## config.mk

```make
export PLATFORM = sky130hd
export DESIGN_NAME = pdm_top
export DESIGN_NICKNAME = d
export VERILOG_FILES = /design/src/core/pdm_top.v /design/src/core/pdm_chan.v /design/src/core/pdm_evt.v
export VERILOG_INCLUDE_DIRS = /design/src /design/src/core
export SDC_FILE = /design/constraint.sdc
export NUM_CORES = 1
export LEC_CHECK = 0
export BUFFER_PORTS_ARGS = -buffer_cell sky130_fd_sc_hd__buf_2
export CAP_MARGIN = 20
export CORE_ASPECT_RATIO = 1.75
export CORE_MARGIN = 2
export CORE_UTILIZATION = 58
export CTS_CLUSTER_DIAMETER = 40
export DETAILED_ROUTE_END_ITERATION = 8
export PLACE_DENSITY = 0.9
export SYNTH_ARGS = -nofsm -noshare
export SYNTH_HDL_FRONTEND = slang
export SYNTH_SLANG_ARGS = --single-unit
```

## constraint.sdc

```tcl
create_clock -name pclk -period 2.8 [get_ports pclk]
set_input_delay 0.28 -clock pclk [delete_from_list [all_inputs] [get_ports pclk]]
set_output_delay 0.28 -clock pclk [all_outputs]
set_load 0.01 [all_outputs]
```

## src/core/pdm_consts.vh

```
// Register map, field positions and codes of the peripheral DMA channel pair
`ifndef PDM_CONSTS_VH
`define PDM_CONSTS_VH

// ==========
// Register byte offsets
`define PDM_OFF_RX_PTR      12'h100
`define PDM_OFF_RX_CNT      12'h104
`define PDM_OFF_TX_PTR      12'h108
`define PDM_OFF_TX_CNT      12'h10C
`define PDM_OFF_RX_NPTR     12'h110
`define PDM_OFF_RX_NCNT     12'h114
`define PDM_OFF_TX_NPTR     12'h118
`define PDM_OFF_TX_NCNT     12'h11C
`define PDM_OFF_CTRL        12'h120
`define PDM_OFF_STATE       12'h124
`define PDM_OFF_EVT_STAT    12'h128
`define PDM_OFF_EVT_CLR     12'h12C
`define PDM_OFF_EVT_EN      12'h130
`define PDM_OFF_SIZE        12'h134

// ==========
// Control and state bit positions
`define PDM_RX_ON_BIT       0
`define PDM_RX_OFF_BIT      1
`define PDM_TX_ON_BIT       8
`define PDM_TX_OFF_BIT      9

// ==========
// Event bit positions
`define PDM_EVT_RX_DONE     0
`define PDM_EVT_RX_ALL      1
`define PDM_EVT_TX_DONE     2
`define PDM_EVT_TX_ALL      3
`define PDM_EVT_W           4

// ==========
// Transfer size field: low bits rx, bits 9:8 tx
`define PDM_SIZE_RX_LSB     0
`define PDM_SIZE_TX_LSB     8
`define PDM_SIZE_BYTE       2'h0
`define PDM_SIZE_HALF       2'h1
`define PDM_SIZE_WORD       2'h2

// ==========
// Reset values
`define PDM_PTR_RST         32'h00000000
`define PDM_CNT_RST         16'h0000

`endif

```

## src/core/pdm_top.v

```verilog
// Peripheral DMA channel pair: APB registers, channels and transfer engine
`timescale 1ns/100ps
`default_nettype none
`include "pdm_consts.vh"

// Overview of operation
// - Receive pointer addresses next receive write
// - Receive counter holds remaining receive transfers
// - Transmit pointer addresses read, advances per transfer
// - Transmit counter zero stops transmit moves
// - Receive next pointer holds following buffer
// - Receive next counter holds following size
// - Transmit next pointer holds following buffer
// - Transmit next counter holds following size
// - Control bit 0 enables receive unless off
// - Control bit 1 disables receive requests
// - Control bit 8 enables transmit requests
// - Control bit 9 disables transmit requests
// - State bit 0 shows receive enable
// - State bit 8 shows transmit enable
// - Empty counter reloads from next, next cleared
// - Buffer done and all done flags raised
// - Pointer steps 1/2/4, count decrements
// - Counter writes clear that channel's flags
module pdm_top (
    // APB clock and reset
    input  wire        pclk,
    input  wire        presetn,
    // APB slave
    input  wire        psel,
    input  wire        penable,
    input  wire        pwrite,
    input  wire [11:0] paddr,
    input  wire [31:0] pwdata,
    output reg  [31:0] prdata,
    output reg         pready,
    output reg         pslverr,
    // Peripheral side
    input  wire        per_rx_ready,
    input  wire [31:0] per_rx_data,
    output reg         per_rx_taken,
    input  wire        per_tx_ready,
    output reg  [31:0] per_tx_data,
    output reg         per_tx_valid,
    // Memory side
    output reg         mem_req,
    output reg         mem_write,
    output reg  [31:0] mem_addr,
    output reg  [1:0]  mem_size,
    output reg  [31:0] mem_wdata,
    input  wire        mem_ack,
    input  wire [31:0] mem_rdata,
    // Interrupt
    output wire        irq
);

    // ============================================================
    // Engine states
    localparam [1:0] ST_IDLE = 2'h0;
    localparam [1:0] ST_RX   = 2'h1;
    localparam [1:0] ST_TX   = 2'h2;
    localparam [1:0] ST_GAP  = 2'h3;

    // ============================================================
    // Declarations
    wire        wr_acc;
    wire        setup;
    wire        wr_rx_ptr;
    wire        wr_rx_cnt;
    wire        wr_rx_nptr;
    wire        wr_rx_ncnt;
    wire        wr_tx_ptr;
    wire        wr_tx_cnt;
    wire        wr_tx_nptr;
    wire        wr_tx_ncnt;
    wire        wr_ctrl;
    wire        wr_clr;
    wire        wr_en;
    wire        wr_size;
    wire [31:0] rx_address;
    wire [15:0] rx_remaining;
    wire [31:0] rx_following_address;
    wire [15:0] rx_following_size;
    wire [31:0] tx_address;
    wire [15:0] tx_remaining;
    wire [31:0] tx_following_address;
    wire [15:0] tx_following_size;
    wire        rx_end;
    wire        rx_all;
    wire        tx_end;
    wire        tx_all;
    wire [3:0]  evt_set;
    wire [3:0]  evt_clr;
    wire [3:0]  evt_stat;
    wire [3:0]  evt_en;
    wire        rx_request_on;
    wire        rx_request_off;
    wire        tx_request_on;
    wire        tx_request_off;
    wire        rx_go;
    wire        tx_go;
    reg         rx_en_reg;
    reg         tx_en_reg;
    reg  [1:0]  rx_size_reg;
    reg  [1:0]  tx_size_reg;
    reg  [1:0]  state_reg;
    reg  [1:0]  state_next;
    reg         rx_step_reg;
    reg         tx_step_reg;
    reg  [31:0] rd_mux;
    reg         rd_hit;

    // ============================================================
    // APB decode; a write lands only at the access edge with pready
    assign setup   = psel && !penable;
    assign wr_acc  = psel && penable && pready && pwrite && !pslverr;

    assign wr_rx_ptr  = wr_acc && (paddr == `PDM_OFF_RX_PTR);
    assign wr_rx_cnt  = wr_acc && (paddr == `PDM_OFF_RX_CNT);
    assign wr_tx_ptr  = wr_acc && (paddr == `PDM_OFF_TX_PTR);
    assign wr_tx_cnt  = wr_acc && (paddr == `PDM_OFF_TX_CNT);
    assign wr_rx_nptr = wr_acc && (paddr == `PDM_OFF_RX_NPTR);
    assign wr_rx_ncnt = wr_acc && (paddr == `PDM_OFF_RX_NCNT);
    assign wr_tx_nptr = wr_acc && (paddr == `PDM_OFF_TX_NPTR);
    assign wr_tx_ncnt = wr_acc && (paddr == `PDM_OFF_TX_NCNT);
    assign wr_ctrl    = wr_acc && (paddr == `PDM_OFF_CTRL);
    assign wr_clr     = wr_acc && (paddr == `PDM_OFF_EVT_CLR);
    assign wr_en      = wr_acc && (paddr == `PDM_OFF_EVT_EN);
    assign wr_size    = wr_acc && (paddr == `PDM_OFF_SIZE);

    // ============================================================
    // Read mux; write-only and reserved bits read as zero
    always @* begin
        rd_mux = 32'h00000000;
        rd_hit = 1'b1;
        case (paddr)
            `PDM_OFF_RX_PTR:   rd_mux = rx_address;
            `PDM_OFF_RX_CNT:   rd_mux = {16'h0000, rx_remaining};
            `PDM_OFF_TX_PTR:   rd_mux = tx_address;
            `PDM_OFF_TX_CNT:   rd_mux = {16'h0000, tx_remaining};
            `PDM_OFF_RX_NPTR:  rd_mux = rx_following_address;
            `PDM_OFF_RX_NCNT:  rd_mux = {16'h0000, rx_following_size};
            `PDM_OFF_TX_NPTR:  rd_mux = tx_following_address;
            `PDM_OFF_TX_NCNT:  rd_mux = {16'h0000, tx_following_size};
            `PDM_OFF_CTRL:     rd_mux = 32'h00000000;
            `PDM_OFF_STATE: begin
                rd_mux[`PDM_RX_ON_BIT] = rx_en_reg;
                rd_mux[`PDM_TX_ON_BIT] = tx_en_reg;
            end
            `PDM_OFF_EVT_STAT: rd_mux = {28'h0000000, evt_stat};
            `PDM_OFF_EVT_CLR:  rd_mux = 32'h00000000;
            `PDM_OFF_EVT_EN:   rd_mux = {28'h0000000, evt_en};
            `PDM_OFF_SIZE: begin
                rd_mux[`PDM_SIZE_RX_LSB+1:`PDM_SIZE_RX_LSB] = rx_size_reg;
                rd_mux[`PDM_SIZE_TX_LSB+1:`PDM_SIZE_TX_LSB] = tx_size_reg;
            end
            default:           rd_hit = 1'b0;
        endcase
    end

    // ============================================================
    // APB answer: one wait-free access phase, data captured at setup
    always @(posedge pclk or negedge presetn) begin
        if (!presetn) begin
            prdata  <= 32'h00000000;
            pready  <= 1'b0;
            pslverr <= 1'b0;
        end else if (setup) begin
            prdata  <= pwrite ? 32'h00000000 : rd_mux;
            pready  <= 1'b1;
            pslverr <= !rd_hit;
        end else begin
            prdata  <= 32'h00000000;
            pready  <= 1'b0;
            pslverr <= 1'b0;
        end
    end

    // ============================================================
    // Transfer enable commands
    assign rx_request_on  = pwdata[`PDM_RX_ON_BIT];
    assign rx_request_off = pwdata[`PDM_RX_OFF_BIT];
    assign tx_request_on  = pwdata[`PDM_TX_ON_BIT];
    assign tx_request_off = pwdata[`PDM_TX_OFF_BIT];

    always @(posedge pclk or negedge presetn) begin
        if (!presetn) begin
            rx_en_reg   <= 1'b0;
            tx_en_reg   <= 1'b0;
            rx_size_reg <= `PDM_SIZE_BYTE;
            tx_size_reg <= `PDM_SIZE_BYTE;
        end else begin
            if (wr_ctrl) begin
                if (rx_request_off)
                    rx_en_reg <= 1'b0;
                else if (rx_request_on)
                    rx_en_reg <= 1'b1;
                if (tx_request_off)
                    tx_en_reg <= 1'b0;
                else if (tx_request_on)
                    tx_en_reg <= 1'b1;
            end
            if (wr_size) begin
                rx_size_reg <= pwdata[`PDM_SIZE_RX_LSB+1:`PDM_SIZE_RX_LSB];
                tx_size_reg <= pwdata[`PDM_SIZE_TX_LSB+1:`PDM_SIZE_TX_LSB];
            end
        end
    end

    // ============================================================
    // Channels
    pdm_chan u_rx (
        .pclk      (pclk),
        .presetn   (presetn),
        .wr_ptr    (wr_rx_ptr),
        .wr_cnt    (wr_rx_cnt),
        .wr_nptr   (wr_rx_nptr),
        .wr_ncnt   (wr_rx_ncnt),
        .wdata     (pwdata),
        .step      (rx_step_reg),
        .step_size (rx_size_reg),
        .ptr_reg   (rx_address),
        .cnt_reg   (rx_remaining),
        .nptr_reg  (rx_following_address),
        .ncnt_reg  (rx_following_size),
        .end_evt   (rx_end),
        .all_evt   (rx_all)
    );

    pdm_chan u_tx (
        .pclk      (pclk),
        .presetn   (presetn),
        .wr_ptr    (wr_tx_ptr),
        .wr_cnt    (wr_tx_cnt),
        .wr_nptr   (wr_tx_nptr),
        .wr_ncnt   (wr_tx_ncnt),
        .wdata     (pwdata),
        .step      (tx_step_reg),
        .step_size (tx_size_reg),
        .ptr_reg   (tx_address),
        .cnt_reg   (tx_remaining),
        .nptr_reg  (tx_following_address),
        .ncnt_reg  (tx_following_size),
        .end_evt   (tx_end),
        .all_evt   (tx_all)
    );

    // ============================================================
    // Event flags and interrupt
    assign evt_set = {tx_all, tx_end, rx_all, rx_end};
    assign evt_clr = (wr_clr ? pwdata[3:0] : 4'h0)
                   | {{2{wr_tx_cnt || wr_tx_ncnt}}, {2{wr_rx_cnt || wr_rx_ncnt}}};

    pdm_evt u_evt (
        .pclk     (pclk),
        .presetn  (presetn),
        .set      (evt_set),
        .clr      (evt_clr),
        .wr_en    (wr_en),
        .wdata    (pwdata[3:0]),
        .stat_reg (evt_stat),
        .en_reg   (evt_en),
        .irq_reg  (irq)
    );

    // ============================================================
    // Transfer engine; receive served before transmit
    assign rx_go = rx_en_reg && per_rx_ready && (rx_remaining != 16'h0000);
    assign tx_go = tx_en_reg && per_tx_ready && (tx_remaining != 16'h0000);

    always @* begin
        state_next = state_reg;
        case (state_reg)
            ST_IDLE: begin
                if (rx_go)
                    state_next = ST_RX;
                else if (tx_go)
                    state_next = ST_TX;
            end
            ST_RX, ST_TX: begin
                if (mem_ack)
                    state_next = ST_GAP;
            end
            // Lets counters settle and the peripheral drop its ready
            ST_GAP:  state_next = ST_IDLE;
            default: state_next = ST_IDLE;
        endcase
    end

    always @(posedge pclk or negedge presetn) begin
        if (!presetn) begin
            state_reg    <= ST_IDLE;
            mem_req      <= 1'b0;
            mem_write    <= 1'b0;
            mem_addr     <= 32'h00000000;
            mem_size     <= `PDM_SIZE_BYTE;
            mem_wdata    <= 32'h00000000;
            per_rx_taken <= 1'b0;
            per_tx_data  <= 32'h00000000;
            per_tx_valid <= 1'b0;
            rx_step_reg  <= 1'b0;
            tx_step_reg  <= 1'b0;
        end else begin
            state_reg    <= state_next;
            per_rx_taken <= 1'b0;
            per_tx_valid <= 1'b0;
            rx_step_reg  <= 1'b0;
            tx_step_reg  <= 1'b0;
            case (state_reg)
                ST_IDLE: begin
                    if (rx_go) begin
                        mem_req   <= 1'b1;
                        mem_write <= 1'b1;
                        mem_addr  <= rx_address;
                        mem_size  <= rx_size_reg;
                        mem_wdata <= per_rx_data;
                    end else if (tx_go) begin
                        mem_req   <= 1'b1;
                        mem_write <= 1'b0;
                        mem_addr  <= tx_address;
                        mem_size  <= tx_size_reg;
                    end
                end
                ST_RX: begin
                    if (mem_ack) begin
                        mem_req      <= 1'b0;
                        per_rx_taken <= 1'b1;
                        rx_step_reg  <= 1'b1;
                    end
                end
                ST_TX: begin
                    if (mem_ack) begin
                        mem_req      <= 1'b0;
                        per_tx_data  <= mem_rdata;
                        per_tx_valid <= 1'b1;
                        tx_step_reg  <= 1'b1;
                    end
                end
                default: begin
                    mem_req <= 1'b0;
                end
            endcase
        end
    end

endmodule
`default_nettype wire

```

## src/core/pdm_chan.v

```verilog
// One channel: current and next pointer and counter with buffer chaining
`timescale 1ns/100ps
`default_nettype none
`include "pdm_consts.vh"

module pdm_chan (
    // Clock and reset
    input  wire        pclk,
    input  wire        presetn,
    // Software writes
    input  wire        wr_ptr,
    input  wire        wr_cnt,
    input  wire        wr_nptr,
    input  wire        wr_ncnt,
    input  wire [31:0] wdata,
    // Transfer completion
    input  wire        step,
    input  wire [1:0]  step_size,
    // State
    output reg  [31:0] ptr_reg,
    output reg  [15:0] cnt_reg,
    output reg  [31:0] nptr_reg,
    output reg  [15:0] ncnt_reg,
    output reg         end_evt,
    output reg         all_evt
);

    // ==========
    // Address step
    wire [31:0] incr;
    wire [15:0] cnt_dec;
    wire        reload;

    assign incr    = (step_size == `PDM_SIZE_WORD) ? 32'h00000004 :
                     (step_size == `PDM_SIZE_HALF) ? 32'h00000002 : 32'h00000001;
    assign cnt_dec = cnt_reg - 16'h0001;
    // Chain in when the current buffer is empty, a next one waits and no pointer, count or next count write lands
    assign reload  = (cnt_reg == 16'h0000) && (ncnt_reg != 16'h0000) && !wr_cnt && !wr_ptr && !wr_ncnt;

    // ==========
    // Registers; software writes win over a completing transfer
    always @(posedge pclk or negedge presetn) begin
        if (!presetn) begin
            ptr_reg  <= `PDM_PTR_RST;
            cnt_reg  <= `PDM_CNT_RST;
            nptr_reg <= `PDM_PTR_RST;
            ncnt_reg <= `PDM_CNT_RST;
            end_evt  <= 1'b0;
            all_evt  <= 1'b0;
        end else begin
            end_evt <= 1'b0;
            all_evt <= 1'b0;
            if (wr_nptr)
                nptr_reg <= wdata;
            if (wr_ncnt)
                ncnt_reg <= wdata[15:0];
            if (wr_ptr)
                ptr_reg <= wdata;
            else if (reload)
                ptr_reg <= nptr_reg;
            else if (step)
                ptr_reg <= ptr_reg + incr;
            if (wr_cnt)
                cnt_reg <= wdata[15:0];
            else if (reload) begin
                cnt_reg  <= ncnt_reg;
                ncnt_reg <= 16'h0000;
            end else if (step && cnt_reg != 16'h0000) begin
                cnt_reg <= cnt_dec;
                if (cnt_dec == 16'h0000) begin
                    end_evt <= 1'b1;
                    all_evt <= (ncnt_reg == 16'h0000) && !wr_ncnt;
                end
            end
        end
    end

endmodule
`default_nettype wire

```

## src/core/pdm_evt.v

```verilog
// Sticky event flags with enable mask and one level interrupt
`timescale 1ns/100ps
`default_nettype none
`include "pdm_consts.vh"

module pdm_evt (
    // Clock and reset
    input  wire                     pclk,
    input  wire                     presetn,
    // Events and clears
    input  wire [`PDM_EVT_W-1:0]    set,
    input  wire [`PDM_EVT_W-1:0]    clr,
    input  wire                     wr_en,
    input  wire [`PDM_EVT_W-1:0]    wdata,
    // State
    output reg  [`PDM_EVT_W-1:0]    stat_reg,
    output reg  [`PDM_EVT_W-1:0]    en_reg,
    output reg                      irq_reg
);

    // ==========
    // Set wins over a clear in the same cycle so no event is lost
    wire [`PDM_EVT_W-1:0] stat_next;

    assign stat_next = (stat_reg & ~clr) | set;

    always @(posedge pclk or negedge presetn) begin
        if (!presetn) begin
            stat_reg <= {`PDM_EVT_W{1'b0}};
            en_reg   <= {`PDM_EVT_W{1'b0}};
            irq_reg  <= 1'b0;
        end else begin
            stat_reg <= stat_next;
            if (wr_en)
                en_reg <= wdata;
            irq_reg <= |(stat_next & (wr_en ? wdata : en_reg));
        end
    end

endmodule
`default_nettype wire

```

Word-level counts from Yosys, hierarchy flattened
Index checks and enable logic that the tools add are counted.
{ "word_totals": {"register_bits": 349, "inputBits": 116, "out_inout_bits": 137, "wordCells": 206} }
{ "classes": {"addsub": 4, "n_eq_ne": 23, "n_mux": 72, "bitwise_logic": 5, "n_reduce_logical": 71} }
{ "ops": {"columns": ["op", "n"], "rows": [
  ["32-bit two-way mux", 12],
  ["16-bit two-way mux", 12],
  ["22-bit one-hot mux with 8 select lines", 1],
  ["12-bit by 9-bit equality test with 1-bit output, second input constant", 14],
  ["16-bit logical NOT", 6],
  ["32-bit adder", 2],
  ["16-bit nonzero test", 4],
  ["6-bit one-hot mux with 10 select lines", 1],
  ["1-bit logical AND", 33],
  ["16-bit by 1-bit subtractor with 16-bit output, second input constant", 2],
  ["1-bit two-way mux", 31],
  ["2-bit two-way mux", 7],
  ["14-bit OR reduction", 1],
  ["1-bit one-hot mux with 12 select lines", 1],
  ["2-bit AND reduction", 6],
  ["3-bit nonzero test", 4],
  ["1-bit one-hot mux with 11 select lines", 1],
  ["1-bit one-hot mux with 10 select lines", 1],
  ["1-bit logical NOT", 9],
  ["1-bit one-hot mux with 9 select lines", 1],
  ["4-bit AND", 2],
  ["2-bit equality test, second input constant", 4],
  ["4-bit two-way mux", 2],
  ["4-bit OR", 2],
  ["other kinds (11)", 16]
]} }

Logic depth before layout (Yosys ltp)
{ "depth": {"ltp_word": 12, "ltp_mapped": 13, "ltp_nobuf": 12} }

Modules after synthesis
From an unflattened synthesis, not the netlist that was laid out.
{ "hier_totals": {"hier_cells": 1854, "hier_area_um2": 18944.4} }
{ "by_module_without_submodules": {"columns": ["module", "n_inst", "cells_per_inst", "area_per_inst_um2", "seq_area_each_um2"], "rows": [
  ["pdm_chan", 2, 593, 5625.4, 2452.4],
  ["pdm_top", 1, 642, 7335.8, 3603.5],
  ["pdm_evt", 1, 26, 357.8, 225.2]
]} }

Least setup slack after synthesis
Ideal clock, no wire load.
{ "synth_path": {"kind": "register to register", "from": "register u_rx.cnt_reg[0]", "to": "register u_rx.cnt_reg[12]", "setup_time_ns": 0.133, "arrival_time_ns": 2.404, "required_ns": 2.667, "slack_ns": 0.263, "stages_incl_launch_ff": 10, "path_buffers": 0, "period_less_slack_ns": 2.537, "path_cell_list": "dfrtp_1 -> inv_1 -> ha_1 -> or4b_4 -> nor4_4 -> nand2_2 -> or4_1 -> o211a_1 -> a21oi_1 -> o21ai_1"} }
{ "synth_between": {"elab_chain_len": 7, "elab_cells_between_ends": 12, "cone_classes": "add/sub (1); mux (3); reduce/logical (8)"} }
{ "synth_rtl": {"columns": ["item", "line_no", "source"], "rows": [
  ["start, declared", "pdm_chan.v:21", "output reg [15:0] cnt_reg,"],
  ["start signal, assigned", "pdm_chan.v:45", "cnt_reg <= `PDM_CNT_RST;"],
  ["start signal, assigned", "pdm_chan.v:64", "cnt_reg <= wdata[15:0];"],
  ["start signal, assigned", "pdm_chan.v:66", "cnt_reg <= ncnt_reg;"],
  ["branches (longest 7 deep; another with 16-bit by 1-bit subtractor with 16-bit output)", null, null]
]} }
Several ways; the timed one is not identified. The select of a mux whose other input is x is not followed.
A chain may end at the register's enable or synchronous reset.

Final worst setup path
{ "layout_path": {"from": "register rx_size_reg[0]", "to": "register u_rx.ptr_reg[19]"} }
{ "layout_between": {"elab_chain_len": 7, "elab_cells_between_ends": 8, "cone_classes": "add/sub (1); eq/ne (2); mux (5)"} }
{ "layout_rtl": {"columns": ["item", "line_no", "source"], "rows": [
  ["start, declared", "pdm_top.v:104", "reg [1:0] rx_size_reg;"],
  ["start signal, assigned", "pdm_top.v:190", "rx_size_reg <= `PDM_SIZE_BYTE;"],
  ["start signal, assigned", "pdm_top.v:204", "rx_size_reg <= pwdata[`PDM_SIZE_RX_LSB+1:`PDM_SIZE_RX_LSB];"],
  ["2-bit by 1-bit equality test with 1-bit output (no line)", null, null],
  ["2-bit two-way mux", "pdm_chan.v:35", "(step_size == `PDM_SIZE_HALF) ? 32'h00000002 : 32'h00000001;"],
  ["32-bit two-way mux *", "pdm_chan.v:34", "assign incr = (step_size == `PDM_SIZE_WORD) ? 32'h00000004 :"],
  ["32-bit adder *", "pdm_chan.v:62", "ptr_reg <= ptr_reg + incr;"],
  ["32-bit two-way mux *", "pdm_chan.v:61", "else if (step)"],
  ["32-bit two-way mux *", "pdm_chan.v:59", "else if (reload)"],
  ["32-bit two-way mux *", "pdm_chan.v:57", "if (wr_ptr)"],
  ["end signal, assigned", "pdm_chan.v:58", "ptr_reg <= wdata;"],
  ["end signal, assigned", "pdm_chan.v:60", "ptr_reg <= nptr_reg;"],
  ["end signal, assigned", "pdm_chan.v:62", null],
  ["end, declared", "pdm_chan.v:20", "output reg [31:0] ptr_reg,"]
]} }
Every way passes the cells marked *; elsewhere a longest branch is shown, timed or not. The select of a mux whose other input is x is not followed.

==> results.md <==
- Setup violations, final: 0
- #FFs+latches synth: 349
- Largest net degree at the start of global routing: 77
- CTS tree: yes
- Nets: 2398
- Worst vdd ir: 852 uV
- Routed length per instance: 27.9 um
- MaxCap Viol Count: 0
- Die area: 33200 um2
- Final hold vios: 1
- Die H: 239 um
- Leak: 0.0109 uW
- Vias in the first global route: between 15000 and 20000
- # H-tree levels: 2
- Fmax: about 360 MHz
- Ys Warns: 0
- Iteration count of the initial detailed-routing pass: 7
- Worst setup SP type: flip-flop
- Multiplexer share of the synthesized area: 13.2%
- Critical path fanouts, max: 6
- Async SR Flop Fraction: 100%
- Outcome: finished, violations left
- Pwr Density: 658 nW/um2
- I/O Buffers: 252
- CP Class: flip-flop to flip-flop
- Routed WL: 75100 um
- Num Clock Sinks: 349
- Syn avg cell area: 9.87 um2
- Hold WC Path Type: primary input to flip-flop
- Initial core utilization: roughly three fifths
- Die X: 139 um
- Most frequent cells in the layout: dfrtp_1, buf_2, nand2_1
- Share of post-route cells with drive strength above 1: 29.9%
- Count of cell types in the netlist: 81
- Detailed Route Iter0 Violations: 2544
- Critical Path RT: around 3200 ps
- Core area: 31300 um2
- Synthesized instance count: 1862
- Worst Hold Path Cells: 2
- GRT Util Overall: 44.2%
- Worst slew margin: 31.4%
- CTS buffer count: 40
- Final TNS setup: 0 ps
- Syn nets: roughly 2000
- Compound-Gate Fraction of Synth Area: 14.7%
- Top post-synthesis cells by area: dfrtp_1, mux2_2, nand2_1
- FF-to-FF End: u_rx.ptr_reg[19]$_DFFE_PN0P_
- Setup slack, reg-to-reg: 50 ps
- Antenna-violating nets left: 0
- Fin Hold WS: -1.71 ps
- Cell area after synthesis: 18400 um2
- DR DRC count: 0
- Final min period: 2750 ps
- Combinational family with the most area after synthesis: simple AND/OR/NAND/NOR gates
- Final Slew Violations: 0
- Area delta synth->final: 27.6%
- RSZ-0062 raised after global routing: yes
- Critical Path End: u_rx.ptr_reg[19]$_DFFE_PN0P_
- Tcrit/Tclk final: 98.1%
- Placer congestion estimate: ~1.1
- Clk_lat worst skew: 570 ps
- Synth Area in XOR/XNOR: under 10%
- Io pins: 253
- DP HPWL: 50300 um
- Initial antenna violation count: 1
- Worst clock skew: approximately 22 ps
- Worst setup path start: rx_size_reg[0]$_DFFE_PN0P_
- Util after Layout: ~75%
- CTS clock-pin slew for the worst setup and hold paths: 70 ps
- Post-synthesis adder-cell area fraction: 1.38%
- Cell row count: 86
- Post-synth top area cell: dfrtp_1
- Synth top area share: 47.5%
- CP Capture Type: flip-flop
- Number of synthesized flops with an enable pin: 0
- GRT overflow: 0
- Worst reg2reg path startpoint: rx_size_reg[0]$_DFFE_PN0P_
- R2R cell count: 10
- Slew at the pin with the worst max-slew slack: 1020 ps
- Sequential cell area fraction in the yosys report: between 40% and 50%
- Diodes inserted: 0
- Arr. time, crit path: about 3200 ps
- Global-route wire length before repair: 111000 um
- Via Count: about 18000
- Ys flop type: dfrtp_1
- Commonest non-fill, non-tap cell in the layout: dfrtp_1
- Failing checks: negative hold slack
- CTS root buf: clkbuf_16
- Clk buf depth: 3
- Avg Vias per Cell: a little under 7
- Simple-gate share of the synthesized area: 15.7%
-- cell families after synthesis --
group | Yosys count
xor+xnor | 81
fa+ha+maj | 19
compound gates | 444
flops | 349
mux | 223
buf+inv | 159
simple gates | 587
-- cell type report --
cell class              count  area [um2]
multi-input cells        1354        9210
flip-flops and latches    349        8730
fillers                  2071        7860
repair buffers            491        3490
clock buffers              50        1120
well taps                 396         495
clock inverters            22         293
inverters                  27         101
-- power breakdown --
group / switching, uW / internal, uW / leakage (uW)
registers: 610 / 5580 / 0.00466
logic: 2020 / 1560 / 0.00553
clock network: 2310 / 3360 / 0.000695
-- per-stage QoR --
| step | setup slack [ps] | total power, uW | cell area (um2) | instances | hold WS (ps) |
|---|---|---|---|---|---|
| 2_1_floorplan | 263 | 7880 | 18400 | 1862 | -15.6 |
| 3_3_place_gp | 39.6 | 9340 | 21000 | 2534 | 309 |
| 3_5_place_dp | -56.9 | 9480 | 21000 | 2534 | 324 |
| 4_1_cts | 36.8 | 15200 | 23300 | 2687 | 4.15 |
| 5_1_grt | -37.4 | 15900 | 23500 | 2689 | 7.28 |
| 6_report | 53.1 | 15400 | 23500 | 2689 | -1.71 |
-- Yosys cell counts, drive strengths merged, types with 6 or more instances --
| cell | n |
|---|---|
| o21ai | 179 |
| nand2 | 229 |
| nor4 | 39 |
| nor3b | 6 |
| and3 | 13 |
| mux2i | 83 |
| xnor2 | 58 |
| mux2 | 139 |
| inv | 27 |
| nor2 | 121 |
| ha | 17 |
| nor3 | 57 |
| or2 | 7 |
| clkbuf | 79 |
| or3 | 17 |
| nor2b | 8 |
| and2 | 6 |
| a21oi | 91 |
| a221oi | 7 |
| nand3 | 29 |
| a22oi | 64 |
| and4 | 7 |
| a31oi | 19 |
| buf | 53 |
| a21o | 11 |
| a222oi | 7 |
| xor2 | 23 |
| dfrtp | 349 |
| nand2b | 6 |
| nand4 | 23 |
| o22ai | 11 |
| o211ai | 9 |
| nor4b | 7 |
-- metal layers --
| layer | up-vias | routed length (um) | track usage [%] |
|---|---|---|---|
| met5 | - | 13 | 0 |
| met4 | 2 | 8140 | 36.9 |
| met3 | 565 | 7300 | 8.36 |
| met2 | 1577 | 36200 | 74.2 |
| met1 | 8726 | 23500 | 48.5 |
| li1 | 7532 | - | - |
-- critical path, stage by stage, from the launching register on --
cell and delay, ps:
dfrtp_1 380, buf_4 150, ha_1 220, ha_1 280, a211oi_1 90, nor3_1 830
nand3_1 180, xor2_1 210, nand2_1 80, o211ai_1 130, nand2_1 80
-- how the worst min path moves through the flow --
stage	from	endpoint	slack, ps
5_1_grt	pwdata[22]	u_rx.ptr_reg[22]$_DFFE_PN0P_	7
3_3_place_gp	presetn	prdata[3]$_DFF_PN0_	310
3_5_place_dp	presetn	u_tx.ncnt_reg[0]$_DFF_PN0_	320
2_1_floorplan	presetn	mem_addr[0]$_DFFE_PN0P_	-20
6_report	pwdata[22]	u_tx.ptr_reg[22]$_DFFE_PN0P_	-2
4_1_cts	pwdata[17]	u_rx.ptr_reg[17]$_DFFE_PN0P_	4
-- what timing repair did --
item | 4_1_cts | 5_1_grt
cloned | 0 | 1
hold endpoints to repair | 149 | 0
hold buffers | 79 | 0
pin swaps | 4 | 2
gates resized for setup | 8 | 23
buffers inserted | 2 | 0
endpoints found under the setup margin | 10 | 57
No activity file was read; power rests on OpenSTA's default activity.
